===== src/inc/phsc_pkg.sv =====
/*
 * Shared constants and types for the power-host serial control block.
 * Assumes a single 25 MHz system clock; all pins arrive asynchronously.
 */
package phsc_pkg;

	localparam int CLK_PERIOD_NS = 40;
	// Interrupt pulse width; the figure is a plain default, adjust per system
	localparam int T_INT_NS      = 1000;
	localparam int INT_CYCLES    = (T_INT_NS + CLK_PERIOD_NS - 1) / CLK_PERIOD_NS;
	localparam int INT_CNT_W     = 5;

	// Command field codes (upper three bits of a command byte)
	localparam logic [2:0] CMD_POWER_OFF = 3'h1;
	localparam logic [2:0] CMD_RAM_RD    = 3'h2;
	localparam logic [2:0] CMD_CSR_RD    = 3'h3;
	localparam logic [2:0] CMD_RAM_WR    = 3'h4;
	localparam logic [2:0] CMD_CSR_WR    = 3'h5;
	localparam logic [2:0] CMD_START_CHG = 3'h6;
	localparam logic [2:0] CMD_ABORT_CHG = 3'h7;

	localparam int CSR_BYTES   = 17;
	localparam int RAM_BYTES   = 32;
	localparam int CSR_SPARE_N = 14;

	localparam logic [4:0] ADDR_STATUS   = 5'h00;
	localparam logic [4:0] ADDR_MASK     = 5'h01;
	localparam logic [4:0] ADDR_OUT_CTL  = 5'h02;
	localparam logic [4:0] ADDR_SPARE0   = 5'h03;
	localparam logic [4:0] ADDR_LAST_CSR = 5'h10;

	localparam logic [7:0] MASK_RESET    = 8'h00;
	localparam logic [7:0] OUT_CTL_RESET = 8'h00;
	localparam logic [7:0] BYTE_ZERO     = 8'h00;
	localparam logic [2:0] BIT_LAST      = 3'h7;
	localparam int         PO_LAST       = 6;

	// Status register bit positions
	localparam int ST_IRQ = 0;
	localparam int ST_PSW = 7;

	typedef struct packed {
		logic psw;
		logic fault;
		logic gauge;
		logic dc_valid;
		logic backup_low;
		logic end_dis;
		logic charging;
		logic irq;
	} phsc_status_s;

	typedef struct packed {
		logic [2:0] op;
		logic [4:0] addr;
	} phsc_cmd_s;

	typedef struct packed {
		logic ds_n;
		logic ps_n;
		logic rs;
		logic dq;
		logic vcc_ok;
		logic dc_ok;
		logic end_discharge_flag;
		logic bkl;
		logic gauge_notify_flag;
		logic fault;
		logic done;
	} phsc_pins_s;

	localparam int         SYNC_W   = 11;
	// Strobe and switch idle high, so they leave reset high
	localparam logic [10:0] SYNC_RST = 11'h600;

	typedef enum {PSW_OFF, PSW_STOP, PSW_ON} phsc_psw_e;

endpackage


===== src/rtl/phsc_sync.sv =====
/*
 * Two-flop synchroniser for a bundle of independent levels.
 * Assumes each bit is a slow level; no bus coherence is given.
 */
`timescale 1ns/1ps
module phsc_sync #(
	parameter int          W   = 1,
	parameter logic [W-1:0] RST = '0
) (
	input  wire logic         i_clk,
	input  wire logic         i_rst_n,
	input  wire logic [W-1:0] i_async,
	output logic      [W-1:0] o_sync
);
	logic [W-1:0] meta_q;
	logic [W-1:0] sync_q;

	always_ff @(posedge i_clk or negedge i_rst_n) begin
		if (!i_rst_n) begin
			meta_q <= RST;
			sync_q <= RST;
		end else begin
			meta_q <= i_async;
			sync_q <= meta_q;
		end
	end

	assign o_sync = sync_q;
endmodule // phsc_sync


===== src/rtl/phsc_pulse.sv =====
/*
 * Fixed-width active-low pulse generator for the interrupt line.
 * Assumes a fire request is a one-cycle pulse; a new one restarts the width.
 */
`timescale 1ns/1ps
module phsc_pulse
	import phsc_pkg::*;
(
	input  wire logic i_clk,
	input  wire logic i_rst_n,
	input  wire logic i_fire,
	output logic      o_low_n
);
	logic [INT_CNT_W-1:0] cnt_q;
	logic [INT_CNT_W-1:0] cnt_d;
	logic                 low_n_q;

	always_comb begin
		cnt_d = cnt_q;
		if (i_fire) begin
			cnt_d = INT_CYCLES[INT_CNT_W-1:0];
		end else if (cnt_q != '0) begin
			cnt_d = cnt_q - 1'b1;
		end
	end

	always_ff @(posedge i_clk or negedge i_rst_n) begin
		if (!i_rst_n) begin
			cnt_q   <= '0;
			low_n_q <= 1'b1;
		end else begin
			cnt_q   <= cnt_d;
			low_n_q <= (cnt_d == '0);
		end
	end

	assign o_low_n = low_n_q;
endmodule // phsc_pulse


===== src/rtl/phsc_top.sv =====
/*
 * Serial host port, power-switch sequencing, charge gating and seven
 * open-drain programmable outputs of a battery energy-management device.
 * Assumes every pin is asynchronous to I_SYS_CLK and slow against it.
 */
// How it works
// - Switch input low with switch control inactive activates switch control.
// - Switch input low stops charging before switch control goes active.
// - Switch input low leads to status bit 7 reading one.
// - Switch input low fires a fixed-width low interrupt pulse.
// - Only the power-off command releases switch control.
// - With switch control active, charging starts only by command.
// - With switch control inactive, a new charge supply may start charging.
// - Status bit 7 always mirrors switch control state.
// - Mask bit k (k from 0 to 5) set makes output k+1 show status bit k+1.
// - Mask bit k clear makes output k+1 show output-control bit k.
// - Output seven follows output-control bit 6 while mask bit 6 is clear.
// - Serial port answers only while main supply is valid.
// - Commands reach 17 control/status bytes and 32 storage bytes.
// - Three immediate commands plus four address-carrying access commands.
// - Field 011 reads, 101 writes a control/status byte.
// - Field 010 reads, 100 writes a storage byte.
// - One bit per strobe; select level marks command or data byte.
// - Strobe captures write bits and shifts read bits out.
// - Written bytes commit only after their eighth bit.
// - Interrupt flag sets whenever the interrupt line goes active.
// - Interrupt causes: switch low, gauge notice rising, end-of-discharge rising.
// - Write data is sampled at the strobe's rising edge.
// - Select low at strobe start abandons a partial data byte for a command.
// - Data bytes act on the latest command byte, and do nothing after an immediate one.
// - Data driver is released after the strobe rises.
`timescale 1ns/1ps
module phsc_top
	import phsc_pkg::*;
(
	input  wire logic       I_SYS_CLK,
	input  wire logic       I_RESETN,
	input  wire logic       I_DATA_STROBE_IN_N,
	input  wire logic       I_BYTE_SELECT_IN,
	input  wire logic       I_DQ,
	output logic            O_DQ,
	output logic            O_DQ_OE,
	output logic            O_IRQ_N,
	input  wire logic       I_POWER_SWITCH_IN_N,
	output logic            O_POWER_SWITCH_CTL_OUT_OE,
	output logic [6:0]      O_PROG_OUT_OE,
	input  wire logic       I_SUPPLY_VALID,
	input  wire logic       I_CHARGE_SUPPLY_IN,
	input  wire logic       I_END_DISCHARGE_FLAG,
	input  wire logic       I_BACKUP_LOW,
	input  wire logic       I_GAUGE_NOTIFY_FLAG,
	input  wire logic       I_BATTERY_FAULT,
	input  wire logic       I_CHARGE_DONE,
	output logic            O_CHARGE_ACTIVE
);
	localparam int IRQ_LEN = INT_CYCLES;

	phsc_pins_s   pins_a;
	phsc_pins_s   pins_s;
	phsc_pins_s   prev_q;
	phsc_status_s st_w;
	phsc_cmd_s    cmd_q;
	phsc_psw_e    psw_q;

	logic       ds_fall, ds_rise, ps_fall, dc_rise, ggn_rise, edv_rise;
	logic       irq_fire, irq_flag_q, psw_on_q, charge_q;
	logic [2:0] bit_cnt_q;
	logic       is_cmd_q;
	logic [7:0] shift_q, wbyte, rd_src, rd_byte_q;
	logic       dq_q, dq_oe_q, data_now;
	logic       byte_done, cmd_done, data_wr, st_read;
	logic [7:0] mask_q, out_ctl_q;
	logic [7:0] csr_spare_q [CSR_SPARE_N];
	logic [7:0] ram_q [RAM_BYTES];
	logic [6:0] po_oe_q;
	logic       chg_start_ok;

	function automatic logic is_spare(input logic [4:0] a);
		return (a >= ADDR_SPARE0) && (a <= ADDR_LAST_CSR);
	endfunction

	function automatic logic [3:0] spare_idx(input logic [4:0] a);
		logic [4:0] d;
		d = a - ADDR_SPARE0;
		return d[3:0];
	endfunction

	assign pins_a = '{ds_n: I_DATA_STROBE_IN_N, ps_n: I_POWER_SWITCH_IN_N,
		rs: I_BYTE_SELECT_IN, dq: I_DQ, vcc_ok: I_SUPPLY_VALID,
		dc_ok: I_CHARGE_SUPPLY_IN, end_discharge_flag: I_END_DISCHARGE_FLAG, bkl: I_BACKUP_LOW,
		gauge_notify_flag: I_GAUGE_NOTIFY_FLAG, fault: I_BATTERY_FAULT, done: I_CHARGE_DONE};

	phsc_sync #(.W(SYNC_W), .RST(SYNC_RST)) u_sync (
		.i_clk   (I_SYS_CLK),
		.i_rst_n (I_RESETN),
		.i_async (pins_a),
		.o_sync  (pins_s)
	);

	always_ff @(posedge I_SYS_CLK or negedge I_RESETN) begin
		if (!I_RESETN) begin
			prev_q <= SYNC_RST;
		end else begin
			prev_q <= pins_s;
		end
	end

	assign ds_fall  = prev_q.ds_n & ~pins_s.ds_n;
	assign ds_rise  = ~prev_q.ds_n & pins_s.ds_n;
	assign ps_fall  = prev_q.ps_n & ~pins_s.ps_n;
	assign dc_rise  = ~prev_q.dc_ok & pins_s.dc_ok;
	assign ggn_rise = ~prev_q.gauge_notify_flag & pins_s.gauge_notify_flag;
	assign edv_rise = ~prev_q.end_discharge_flag & pins_s.end_discharge_flag;

	assign irq_fire = ps_fall | ggn_rise | edv_rise;

	phsc_pulse u_irq (
		.i_clk   (I_SYS_CLK),
		.i_rst_n (I_RESETN),
		.i_fire  (irq_fire),
		.o_low_n (O_IRQ_N)
	);

	assign st_w = '{psw: psw_on_q, fault: pins_s.fault, gauge: pins_s.gauge_notify_flag,
		dc_valid: pins_s.dc_ok, backup_low: pins_s.bkl, end_dis: pins_s.end_discharge_flag,
		charging: charge_q, irq: irq_flag_q};

	// Serial framing: the byte type is fixed by select at the first strobe
	assign data_now  = pins_s.rs & ((bit_cnt_q == '0) | ~is_cmd_q);
	assign byte_done = pins_s.vcc_ok & ds_rise & (bit_cnt_q == BIT_LAST);
	assign wbyte     = {pins_s.dq, shift_q[6:0]};
	assign cmd_done  = byte_done & is_cmd_q;
	assign data_wr   = byte_done & ~is_cmd_q &
		((cmd_q.op == CMD_CSR_WR) | (cmd_q.op == CMD_RAM_WR));
	assign st_read   = byte_done & ~is_cmd_q & (cmd_q.op == CMD_CSR_RD) &
		(cmd_q.addr == ADDR_STATUS);

	always_ff @(posedge I_SYS_CLK or negedge I_RESETN) begin
		if (!I_RESETN) begin
			bit_cnt_q <= '0;
			is_cmd_q  <= 1'b1;
		end else if (!pins_s.vcc_ok) begin
			bit_cnt_q <= '0;
			is_cmd_q  <= 1'b1;
		end else if (ds_fall) begin
			if (!pins_s.rs) begin
				if (!is_cmd_q) begin
					bit_cnt_q <= '0;
				end
				is_cmd_q <= 1'b1;
			end else if (bit_cnt_q == '0) begin
				is_cmd_q <= 1'b0;
			end
		end else if (ds_rise) begin
			bit_cnt_q <= bit_cnt_q + 1'b1;
		end
	end

	// Capture on the strobe's rising edge; both pins share the same sync delay
	always_ff @(posedge I_SYS_CLK or negedge I_RESETN) begin
		if (!I_RESETN) begin
			shift_q <= BYTE_ZERO;
		end else if (pins_s.vcc_ok && ds_rise) begin
			shift_q[bit_cnt_q] <= pins_s.dq;
		end
	end

	always_ff @(posedge I_SYS_CLK or negedge I_RESETN) begin
		if (!I_RESETN) begin
			cmd_q <= '0;
		end else if (cmd_done) begin
			cmd_q <= wbyte;
		end
	end

	// Read source; status is captured at byte start so a byte stays coherent
	always_comb begin
		rd_src = BYTE_ZERO;
		if (cmd_q.op == CMD_CSR_RD) begin
			if (cmd_q.addr == ADDR_STATUS) begin
				rd_src = st_w;
			end else if (cmd_q.addr == ADDR_MASK) begin
				rd_src = mask_q;
			end else if (cmd_q.addr == ADDR_OUT_CTL) begin
				rd_src = out_ctl_q;
			end else if (is_spare(cmd_q.addr)) begin
				rd_src = csr_spare_q[spare_idx(cmd_q.addr)];
			end
		end else if (cmd_q.op == CMD_RAM_RD) begin
			rd_src = ram_q[cmd_q.addr];
		end
	end

	always_ff @(posedge I_SYS_CLK or negedge I_RESETN) begin
		if (!I_RESETN) begin
			rd_byte_q <= BYTE_ZERO;
			dq_q      <= 1'b0;
			dq_oe_q   <= 1'b0;
		end else if (!pins_s.vcc_ok) begin
			dq_oe_q <= 1'b0;
		end else if (ds_fall && data_now &&
			((cmd_q.op == CMD_CSR_RD) || (cmd_q.op == CMD_RAM_RD))) begin
			dq_oe_q <= 1'b1;
			if (bit_cnt_q == '0) begin
				rd_byte_q <= rd_src;
				dq_q      <= rd_src[0];
			end else begin
				dq_q <= rd_byte_q[bit_cnt_q];
			end
		end else if (ds_rise) begin
			dq_oe_q <= 1'b0;
		end
	end

	// Register and storage writes, taken only on a whole byte
	always_ff @(posedge I_SYS_CLK or negedge I_RESETN) begin
		if (!I_RESETN) begin
			mask_q    <= MASK_RESET;
			out_ctl_q <= OUT_CTL_RESET;
			for (int i = 0; i < CSR_SPARE_N; i++) begin
				csr_spare_q[i] <= BYTE_ZERO;
			end
		end else if (data_wr && (cmd_q.op == CMD_CSR_WR)) begin
			if (cmd_q.addr == ADDR_MASK) begin
				mask_q <= wbyte;
			end else if (cmd_q.addr == ADDR_OUT_CTL) begin
				out_ctl_q <= wbyte;
			end else if (is_spare(cmd_q.addr)) begin
				csr_spare_q[spare_idx(cmd_q.addr)] <= wbyte;
			end
		end
	end

	// Storage bytes keep their contents across reset
	always_ff @(posedge I_SYS_CLK) begin
		if (data_wr && (cmd_q.op == CMD_RAM_WR)) begin
			ram_q[cmd_q.addr] <= wbyte;
		end
	end

	// Interrupt flag: reading the status byte clears it, a new event wins
	always_ff @(posedge I_SYS_CLK or negedge I_RESETN) begin
		if (!I_RESETN) begin
			irq_flag_q <= 1'b0;
		end else if (irq_fire) begin
			irq_flag_q <= 1'b1;
		end else if (st_read) begin
			irq_flag_q <= 1'b0;
		end
	end

	// Switch sequencing passes through a stop state so charging ends first
	always_ff @(posedge I_SYS_CLK or negedge I_RESETN) begin
		if (!I_RESETN) begin
			psw_q    <= PSW_OFF;
			psw_on_q <= 1'b0;
		end else begin
			case (psw_q)
				PSW_OFF: begin
					if (ps_fall) begin
						psw_q <= PSW_STOP;
					end
				end
				PSW_STOP: begin
					if (!charge_q) begin
						psw_q    <= PSW_ON;
						psw_on_q <= 1'b1;
					end
				end
				PSW_ON: begin
					if (cmd_done && (wbyte[7:5] == CMD_POWER_OFF)) begin
						psw_q    <= PSW_OFF;
						psw_on_q <= 1'b0;
					end
				end
				default: begin
					psw_q    <= PSW_OFF;
					psw_on_q <= 1'b0;
				end
			endcase
		end
	end

	assign chg_start_ok = pins_s.dc_ok & ~pins_s.fault;

	always_ff @(posedge I_SYS_CLK or negedge I_RESETN) begin
		if (!I_RESETN) begin
			charge_q <= 1'b0;
		end else if (ps_fall || (psw_q == PSW_STOP)) begin
			charge_q <= 1'b0;
		end else if (cmd_done && (wbyte[7:5] == CMD_ABORT_CHG)) begin
			charge_q <= 1'b0;
		end else if (pins_s.done || !chg_start_ok) begin
			charge_q <= 1'b0;
		end else if (psw_on_q) begin
			if (cmd_done && (wbyte[7:5] == CMD_START_CHG)) begin
				charge_q <= 1'b1;
			end
		end else if (psw_q == PSW_OFF && dc_rise) begin
			charge_q <= 1'b1;
		end
	end

	always_ff @(posedge I_SYS_CLK or negedge I_RESETN) begin
		if (!I_RESETN) begin
			po_oe_q <= '0;
		end else begin
			for (int k = 0; k < PO_LAST; k++) begin
				po_oe_q[k] <= mask_q[k] ? st_w[k+1] : out_ctl_q[k];
			end
			// With its mask bit set, output seven has no status source and floats
			po_oe_q[PO_LAST] <= ~mask_q[PO_LAST] & out_ctl_q[PO_LAST];
		end
	end

	assign O_DQ                      = dq_q;
	assign O_DQ_OE                   = dq_oe_q;
	assign O_POWER_SWITCH_CTL_OUT_OE = psw_on_q;
	assign O_PROG_OUT_OE             = po_oe_q;
	assign O_CHARGE_ACTIVE           = charge_q;

	logic [7:0] irq_low_cnt_q;
	always_ff @(posedge I_SYS_CLK or negedge I_RESETN) begin
		if (!I_RESETN) begin
			irq_low_cnt_q <= '0;
		end else if (O_IRQ_N) begin
			irq_low_cnt_q <= '0;
		end else if (irq_low_cnt_q != 8'hFF) begin
			irq_low_cnt_q <= irq_low_cnt_q + 1'b1;
		end
	end
endmodule // phsc_top


===== config.mk =====
export PLATFORM = sky130hd
export DESIGN_NAME = phsc_top
export DESIGN_NICKNAME = d
export VERILOG_FILES = /design/src/inc/phsc_pkg.sv /design/src/rtl/phsc_sync.sv /design/src/rtl/phsc_pulse.sv /design/src/rtl/phsc_top.sv
export SDC_FILE = /design/constraint.sdc
export NUM_CORES = 1
export LEC_CHECK = 0
export ABC_AREA = 1
export ABC_CLOCK_PERIOD_IN_PS = 2200
export BUFFER_PORTS_ARGS = -buffer_cell sky130_fd_sc_hd__clkbuf_2
export CAP_MARGIN = 20
export CORE_MARGIN = 1.5
export CORE_UTILIZATION = 46
export DETAILED_ROUTE_END_ITERATION = 16
export PLACE_DENSITY = 0.65
export SKIP_CTS_REPAIR_TIMING = 1
export SLEW_MARGIN = 20
export SYNTH_ARGS = -nofsm -noshare
export SYNTH_HDL_FRONTEND = slang
export SYNTH_HIERARCHICAL = 1
export SYNTH_SLANG_ARGS = --single-unit

===== constraint.sdc =====
create_clock -name I_SYS_CLK -period 2.2 [get_ports I_SYS_CLK]
set_clock_uncertainty 0.05 [all_clocks]
set_input_delay 0.22 -clock I_SYS_CLK [delete_from_list [all_inputs] [get_ports I_SYS_CLK]]
set_output_delay 0.22 -clock I_SYS_CLK [all_outputs]
set_load 0.01 [all_outputs]

* After elaboration in Yosys (flattened, before gate mapping)
Memories as Yosys holds them, arrays and structs flattened.
Index checks and enable logic that the tools add are counted.
** Word-level totals
- Bits in registers :: 233
- Bits in writable memories :: 256
- Output and inout bits :: 12
- Word-level logic and storage cells :: 193
- Memories kept :: 1
** Cells by class
- $add $sub $neg :: 3
- Order comparisons :: 6
- Eq/ne operators :: 23
- Mux-type cells :: 55
- Bitwise logic cells :: 33
- Reduce and logical (&&, ||, !) cells :: 34
** Memory list
- ram_q :: words 32, width 8, rd ports 1, clocked after Yosys merged registers in 0, wr ports 1, RTL line phsc_top.sv:74 : logic [7:0] ram_q [RAM_BYTES];
** Operators with widths (number)
- 112-bit bitwise mux :: 1
- 32-bit 2-to-1 mux :: 3
- 32-bit case mux with 3 select lines :: 1
- 8-bit 2-to-1 mux :: 9
- 32-bit by 2-bit equality test with 1-bit output, second input constant :: 2
- 32-bit zero test :: 2
- 8-bit binary-select mux with 4-bit select :: 1
- 8-bit demux with 4-bit select :: 1
- 32-bit by 1-bit equality test with 1-bit output, second input constant :: 1
- 1-bit 2-to-1 mux :: 28
- 1-bit AND :: 16
- 3-bit equality test, second input constant :: 5
- 3-bit 2-to-1 mux :: 5
- 3-bit inequality test, second input constant :: 5
- 3-bit AND reduction :: 5
- 1-bit logical AND :: 12
- 1-bit inverter :: 12
- 5-bit zero test :: 2
- 5-bit 2-to-1 mux :: 2
- 5-bit nonzero test :: 2
- 8-bit bitwise mux :: 1
- 2-bit inequality test, second input constant :: 4
- 2-bit AND reduction :: 4
- 3-bit by 2-bit equality test with 1-bit output, second input constant :: 2
- 23 further kinds :: 28

* Depth between registers and ports, before layout
Gate-level depths: netlist (run 1).
- Depth in word-level cells :: 11
- Mapped depth :: 17

* Hierarchy
Netlist (run 1), hierarchy kept.
** Modules (own cells, without submodules)
- phsc_top :: times used 1, cells an instance 1872, area each 18616.6 um2, seq. area each 12045.3 um2
- phsc_sync :: times used 1, cells an instance 22, area each 555.5 um2, seq. area each 555.5 um2
- phsc_pulse :: times used 1, cells an instance 42, area each 319.1 um2, seq. area each 151.4 um2

* Least setup slack after synthesis (run 1)
No wires, ideal clock.
- Path type :: register to register
- From :: register bit_cnt_q[0]
- To :: memory ram_q[11][0] (enable)
- Data arrival time :: 2043 ps
- Required time :: 1779 ps
- Slack :: -263 ps
- Cell stages (with the launch flop) :: 9
- Path buffers :: 0
- Period minus slack after synthesis :: 2463 ps
- Path through :: dfrtp_1 -> ha_1 -> ha_1 -> inv_1 -> nor2_2 -> nand2_1 -> nor4_1 -> nand2_1 -> nor2_1
** On the way
- Cells in the longest elaborated chain, start to end :: 7
** RTL lines
- from (decl) :: RTL line phsc_top.sv:67 : logic [2:0] bit_cnt_q;
- from (signal assigned) :: RTL line phsc_top.sv:155 : bit_cnt_q <= bit_cnt_q + 1'b1;
- 3-bit equality test :: RTL line phsc_top.sv:130 : assign byte_done = pins_s.vcc_ok & ds_rise & (bit_cnt_q == BIT_LAST);
- 1-bit AND :: RTL line phsc_top.sv:130
- 1-bit AND (2 in series) :: RTL line phsc_top.sv:133 : assign data_wr = byte_done & ~is_cmd_q &
- 1-bit logical AND :: RTL line phsc_top.sv:236 : if (data_wr && (cmd_q.op == CMD_RAM_WR)) begin
- 1-bit 2-to-1 mux :: RTL line phsc_top.sv:236
- 1-bit 2-to-1 mux (implied by the code) :: RTL line phsc_top.sv:237 : ram_q[cmd_q.addr] <= wbyte;
- to (decl) :: RTL line phsc_top.sv:74
No other way between the ends.

* Final worst setup path (run 1)
- From :: register bit_cnt_q[1]
- To :: memory ram_q[14][3] (enable)
Same word-level chain as after synthesis.

==> out/qor.csv, run 1 <==
metric,value,unit
root_buffer,clkbuf_16,
cp-start-kind,flip-flop,
cts_tree,yes,
core,41900,µm²
grt-ovfl-total,0,
clk_latency,590,ps
dr_total_vias,14758,
met2_length,24500,µm
post-place-ws,-73.8,ps
p_leak,9.77,nW
synthTopCellsByArea,"edfxtp_1 (39%), dfrtp_1 (25%), nand2_1 (8.8%)",
r2r_setup_slack,-40,ps
routed_wl,52300,µm
port_buffers,24,
clockBufferDepth,3,
finalCritPeriodShare,102,%
final_cell_mix,"nand2_1 (424), edfxtp_1 (256), nor2_1 (193), dfrtp_1 (192), o21ai_0 (182)",
grt_pass1_vias,13846,
status,finished with violations,
drv_slew,0,
syn2layout_area_growth,27.0,%
ios,25,
die_area,43600,µm²
violations,negative setup slack,
synthArstFlopShare,44.1,%
cts-buffers-inserted,49,
post-route-util,59.1,%
fmax,446,MHz
initial_core_util,46.6,%
synth_flop_cell,edfxtp_1,
hold_violations,0,
clk_pin_slew,60,ps
wl_met1,22400,µm
hpwl,30900,µm
grt_util_all_layers,23.1,%
synth_cell_type_count,41,
vdd.ir_drop.worst,0.000692,V
top_layer,met4,
ys_warn_count,6,
critPathKind,reg -> reg,
grt_pass1_wl,78300,µm
power_per_cell_area,771,nW/µm²
syn-instance-count,1936,
maxCapViolations,0,
ant_nets,0,
relSlewSlack,41.1,%
first_pass_iters,6,
tns,-872,ps
rsz0062_at_grt,yes,
final_nets,2131,
worst_hold_path_type,in -> async,
n_antenna_cell,0,
cts.sinks,458,
synth_edf_count,256,
r2r_end,ram_q[14][3]$_DFFE_PP_,
synth_top_area_share,39.4,%
antenna_found_initial,0,
fin_ws,-42.9,ps
grt_max_degree,75,
fp-row-count,75,
r2r_cells,11,
synth_seq_area_share,65.4,%
ys_seq_elements,458,
syn_nets,1957,
vias_per_cell,5.49,
layout_commonest_cell,nand2_1,
drc_errors,0,
netlist_area,19500,µm²
setup_viol,54,
crit_fanout,7,
arrival,2490,ps
gp_congestion,0.890,
fin_crit,2240,ps
drive_gt1_share,21.6,%
drt_iter0_markers,1684,
wire_per_inst,19.5,µm
synth_top_area_cell,edfxtp_1,
cp-end-kind,flip-flop,
wl_met3,3920,µm
required,2450,ps
worst_slew_pin_slew,883,ps
cts_max_level,2,
rr_startpoint,bit_cnt_q[1]$_DFFE_PN0P_,
die_height,209,µm
avgSynthCellArea,10.1,µm²
dieWidth,209,µm
registers in the layout, indices dropped and copies added (netlist names):
signal	count
ram_q	256
irq_flag_q	1
O_POWER_SWITCH_CTL_OUT_OE	1
shift_q	7
csr_spare_q	112
u_irq/cnt_q	5
out_ctl_q	8
O_DQ	1
is_cmd_q	1
psw_q	2
u_sync/meta_q	11
bit_cnt_q	3
mask_q	8
prev_q	5
O_CHARGE_ACTIVE	1
rd_byte_q	8
u_sync/o_sync	11
O_PROG_OUT_OE	7
u_irq/o_low_n	1
O_DQ_OE	1
cmd_q	8
worst max-delay path, stage by stage, from the launching register on:
cell and delay (ps):
dfrtp_1 360, ha_2 190, ha_4 120, inv_2 40, nor2_4 100, nand2_2 90, nor4_4 260, buf_6 210
nand2_4 70, buf_12 160, nor2_4 150, buf_12 140
cells by family after synthesis:
family	Yosys count	synth area share, %
DFF	458	65.4
adders and majority gates	8	0.514
AOI/OAI and AO/OA	404	10.9
buffers and inverters	223	4.93
and+or+nand+nor	843	18.2
stage by stage:
step	power, mW	std cells	hold WS [ps]	area [µm²]
CTS	19.2	2632	-390	23300
finish	19.1	2688	156	24800
floorplan	9.85	1936	-126	19600
global route	19.6	2688	223	24800
global placement	10.3	2542	220	21500
detailed placement	10.3	2542	237	21500
synth_stat cells (3+ instances only):
library cell and count:
nand2_1 458, edfxtp_1 256, nor2_1 233, o21ai_0 205
dfrtp_1 194, inv_1 122, o21ai_1 99, nand3_1 93
o22ai_1 53, clkbuf_1 38, buf_2 35, a21oi_1 30
buf_4 14, nand2_2 12, dfstp_2 8, ha_1 8
nor3_1 8, o211ai_1 8, nor2_2 7, or2_2 5
a21boi_1 4, inv_2 4, nand2_4 4, nand3_2 4
nand4_1 4, nor3_2 4, buf_6 3, nor2_4 3
nor4_1 3
area by class of cell:
type / count / area (µm²)
Sequential cell: 458 / 12800
Fill cell: 3348 / 17100
Tap cell: 539 / 674
Clock buffer: 68 / 1440
Multi-Input combinational cell: 1259 / 6590
Timing Repair Buffer: 211 / 2440
Inverter: 131 / 514
Clock inverter: 22 / 337
power by group:
| part | internal, mW | switching [mW] | leakage, nW |
|---|---|---|---|
| sequential | 9.30 | 0.0626 | 4.89 |
| combinational | 0.170 | 0.623 | 4.02 |
| clock | 5.52 | 3.41 | 0.859 |
how the worst max path moves through the flow:
stage,start,endpoint,cells after the start
floorplan,bit_cnt_q[0]$_DFFE_PN0P_,ram_q[10][0]$_DFFE_PP_,8
global placement,bit_cnt_q[0]$_DFFE_PN0P_,ram_q[9][2]$_DFFE_PP_,11
detailed placement,bit_cnt_q[0]$_DFFE_PN0P_,ram_q[9][5]$_DFFE_PP_,11
CTS,bit_cnt_q[0]$_DFFE_PN0P_,ram_q[9][1]$_DFFE_PP_,11
global route,bit_cnt_q[1]$_DFFE_PN0P_,ram_q[13][3]$_DFFE_PP_,11
finish,bit_cnt_q[1]$_DFFE_PN0P_,ram_q[14][3]$_DFFE_PP_,11
layer usage:
metal,up-vias,track usage [%]
met1,7196,33.4
met4,0,7.55
met3,102,4.24
li1,6912,-
met2,548,35.5
met5,-,0
Note: power is estimated with default switching activity, not from simulation.
==> run 2, diff against run 1 <==
Settings changed: ABC_AREA 1 to unset.
==> run 2 against run 1 <==
Clock-buffer cell count is 1 higher. Critical path depth is 2 lower. Combinational power is 55% lower. First-iteration DRC count decreased by 35%. Sequential share of layout area rose by 0.30 points. Sequential cell count stayed put. Area after synthesis down 1.2%. Die area fell by 1.1%. Largest cell class unchanged. The run still ends with negative setup slack left. Critical path type unchanged. Register-to-register slack got worse by 350 ps. Sequential power increased by 1%.
==> out/qor.csv, run 2 <==
metric,value,unit
critPathSlowestCell,dfrtp_4,
synth_commonest_cells,"edfxtp_1 (256), dfrtp_1 (194), mux2_2 (123), mux2i_1 (88), nor2_1 (68)",
grt_max_degree,55,
grt_pass1_vias,11864,
antenna_found_initial,0,
synth_cell_type_count,74,
synthArstFlopShare,44.1,%
crit_chain,"inv_4, ha_4, or3b_4, a32o_2, nor3_4, buf_4, nor2b_4, nand2_2, mux2_2",
synth_flop_cell,edfxtp_1,
cp-start-kind,flip-flop,
clk_pin_slew,60,ps
syn-instance-count,1239,
fmax,385,MHz
n_antenna_cell,0,
regMostFlops,ram_q,
grt_util_all_layers,21.9,%
clk_latency,590,ps
worst_hold_path_type,in -> async,
die_height,208,µm
core,41100,µm²
violations,negative setup slack,
largestRegisters,"ram_q (256), csr_spare_q (112)",
cts.sinks,458,
grt-ovfl-total,0,
final_cell_mix,"edfxtp_1 (256), dfrtp_1 (184), buf_4 (142), mux2_2 (116), mux2i_1 (80)",
post-route-util,59.9,%
syn2layout_area_growth,27.8,%
drc_errors,0,
r2r_setup_slack,-400,ps
routed_wl,48200,µm
cp-end-kind,flip-flop,
dpl.cell_count,1901,
die_area,43100,µm²
final_cells,2034,
relSlewSlack,25.8,%
status,finished with violations,
vias_per_cell,5.80,
vdd.ir_drop.worst,0.000510,V
fin_crit,2600,ps
crit_fanout,8,
drv_slew,0,
dpl_cell_area,21700,µm²
port_buffers,24,
max_stage_delay,510,ps
cts_max_level,2,
clockBufferDepth,3,
yosysMostFrequentCell,edfxtp_1,
avgSynthCellArea,15.5,µm²
ys_seq_elements,458,
critPathKind,reg -> reg,
synth_seq_area_share,66.2,%
largest_reg_flops,256,
worst_slew_pin_slew,1110,ps
first_pass_iters,5,
p_leak,9.22,nW
syn_nets,1260,
hold-worst-slack,101,ps
final_nets,1487,
hold_violations,0,
drt_iter0_markers,1096,
finalCritPeriodShare,118,%
arrival,3010,ps
ios,25,
grt_pass1_wl,71700,µm
hpwl,30700,µm
root_buffer,clkbuf_16,
ys_warn_count,6,
required,2610,ps
drive_gt1_share,44.1,%
final_area,24600,µm²
dr_total_vias,11802,
netlist_area,19300,µm²
wire_per_inst,23.7,µm
tns,-40270,ps
initial_core_util,46.9,%
dieWidth,208,µm
fp-row-count,74,
gp_congestion,0.860,
ant_nets,0,
synth_edf_count,256,
cts-buffers-inserted,49,
rsz0062_at_grt,yes,
layout_commonest_cell,edfxtp_1,
synth_top_area_cell,edfxtp_1,
maxCapViolations,0,
fin_ws,-395,ps
synth_top_area_share,39.9,%
power_per_cell_area,721,nW/µm²
synthTopCellsByArea,"edfxtp_1 (40%), dfrtp_1 (25%), mux2_2 (7.2%)",
cts_tree,yes,
setup_viol,152,
[run 2: worst max-delay path: cells and delay by family (launching register included)]
kind | cells | cell delay, ps
AND/OR/NAND/NOR | 4 | 950
flip-flops | 1 | 510
multiplexers | 1 | 310
AO/OA/AOI/OAI | 1 | 270
buffers and inverters | 2 | 260
adder cells (fa/ha/maj) | 1 | 130
[run 2: final cells by class]
| class | count | area, µm² |
|---|---|---|
| multi-input cells | 700 | 7190 |
| inverters | 14 | 67.6 |
| well taps | 532 | 666 |
| clock inverters | 18 | 151 |
| clock buffers | 69 | 1380 |
| repair buffers | 243 | 2400 |
| flip-flops and latches | 458 | 12800 |
| fillers | 3042 | 16500 |
[run 2: worst paths after layout]
check	cells past startpoint	start	endpoint
worst min register to register	0	u_sync/meta_q[7]$_DFF_PN0_	u_sync/o_sync[7]$_DFF_PN0_
worst max register to register	9	cmd_q[1]$_DFFE_PN0P_	csr_spare_q[39]$_DFFE_PN0P_
max in group asynchronous	3	I_RESETN	u_sync/o_sync[7]$_DFF_PN0_
worst min-delay path	2	I_RESETN	csr_spare_q[87]$_DFFE_PN0P_
min in group I_SYS_CLK	2	I_POWER_SWITCH_IN_N	u_sync/meta_q[9]$_DFF_PN1_
worst max-delay path	9	cmd_q[1]$_DFFE_PN0P_	csr_spare_q[39]$_DFFE_PN0P_
[run 2: per-layer routing]
metal / GRT usage (%) / up-vias / share of wire (%) / routed length (µm)
li1: - / 5257 / - / -
met1: 31.1 / 6141 / 44 / 21200
met2: 33.6 / 331 / 48 / 22900
met3: 4.49 / 73 / 5.7 / 2740
met4: 7.83 / 0 / 2.8 / 1360
met5: 0 / - / 0 / 0
[run 2: report_power, final]
group	switching (mW)	internal (mW)	leakage [nW]
Clock	3.33	4.61	0.752
Combinational	0.212	0.148	3.59
Sequential	0.250	9.22	4.88
[run 2: stage by stage]
stage	power (mW)	worst slack [ps]
after floorplan	9.67	-832
after global placement	9.97	-476
after detailed placement	9.98	-490
after CTS	17.9	-496
after global routing	18.3	-470
final	17.8	-395
[run 2: cells by family after synthesis]
kind of cell	synth area share [%]
AO/OA/AOI/OAI	5.09
AND/OR/NAND/NOR	7.19
multiplexers	19.0
adder cells (fa/ha/maj)	0.520
XOR/XNOR	0.227
buffers and inverters	1.77
flip-flops	66.2
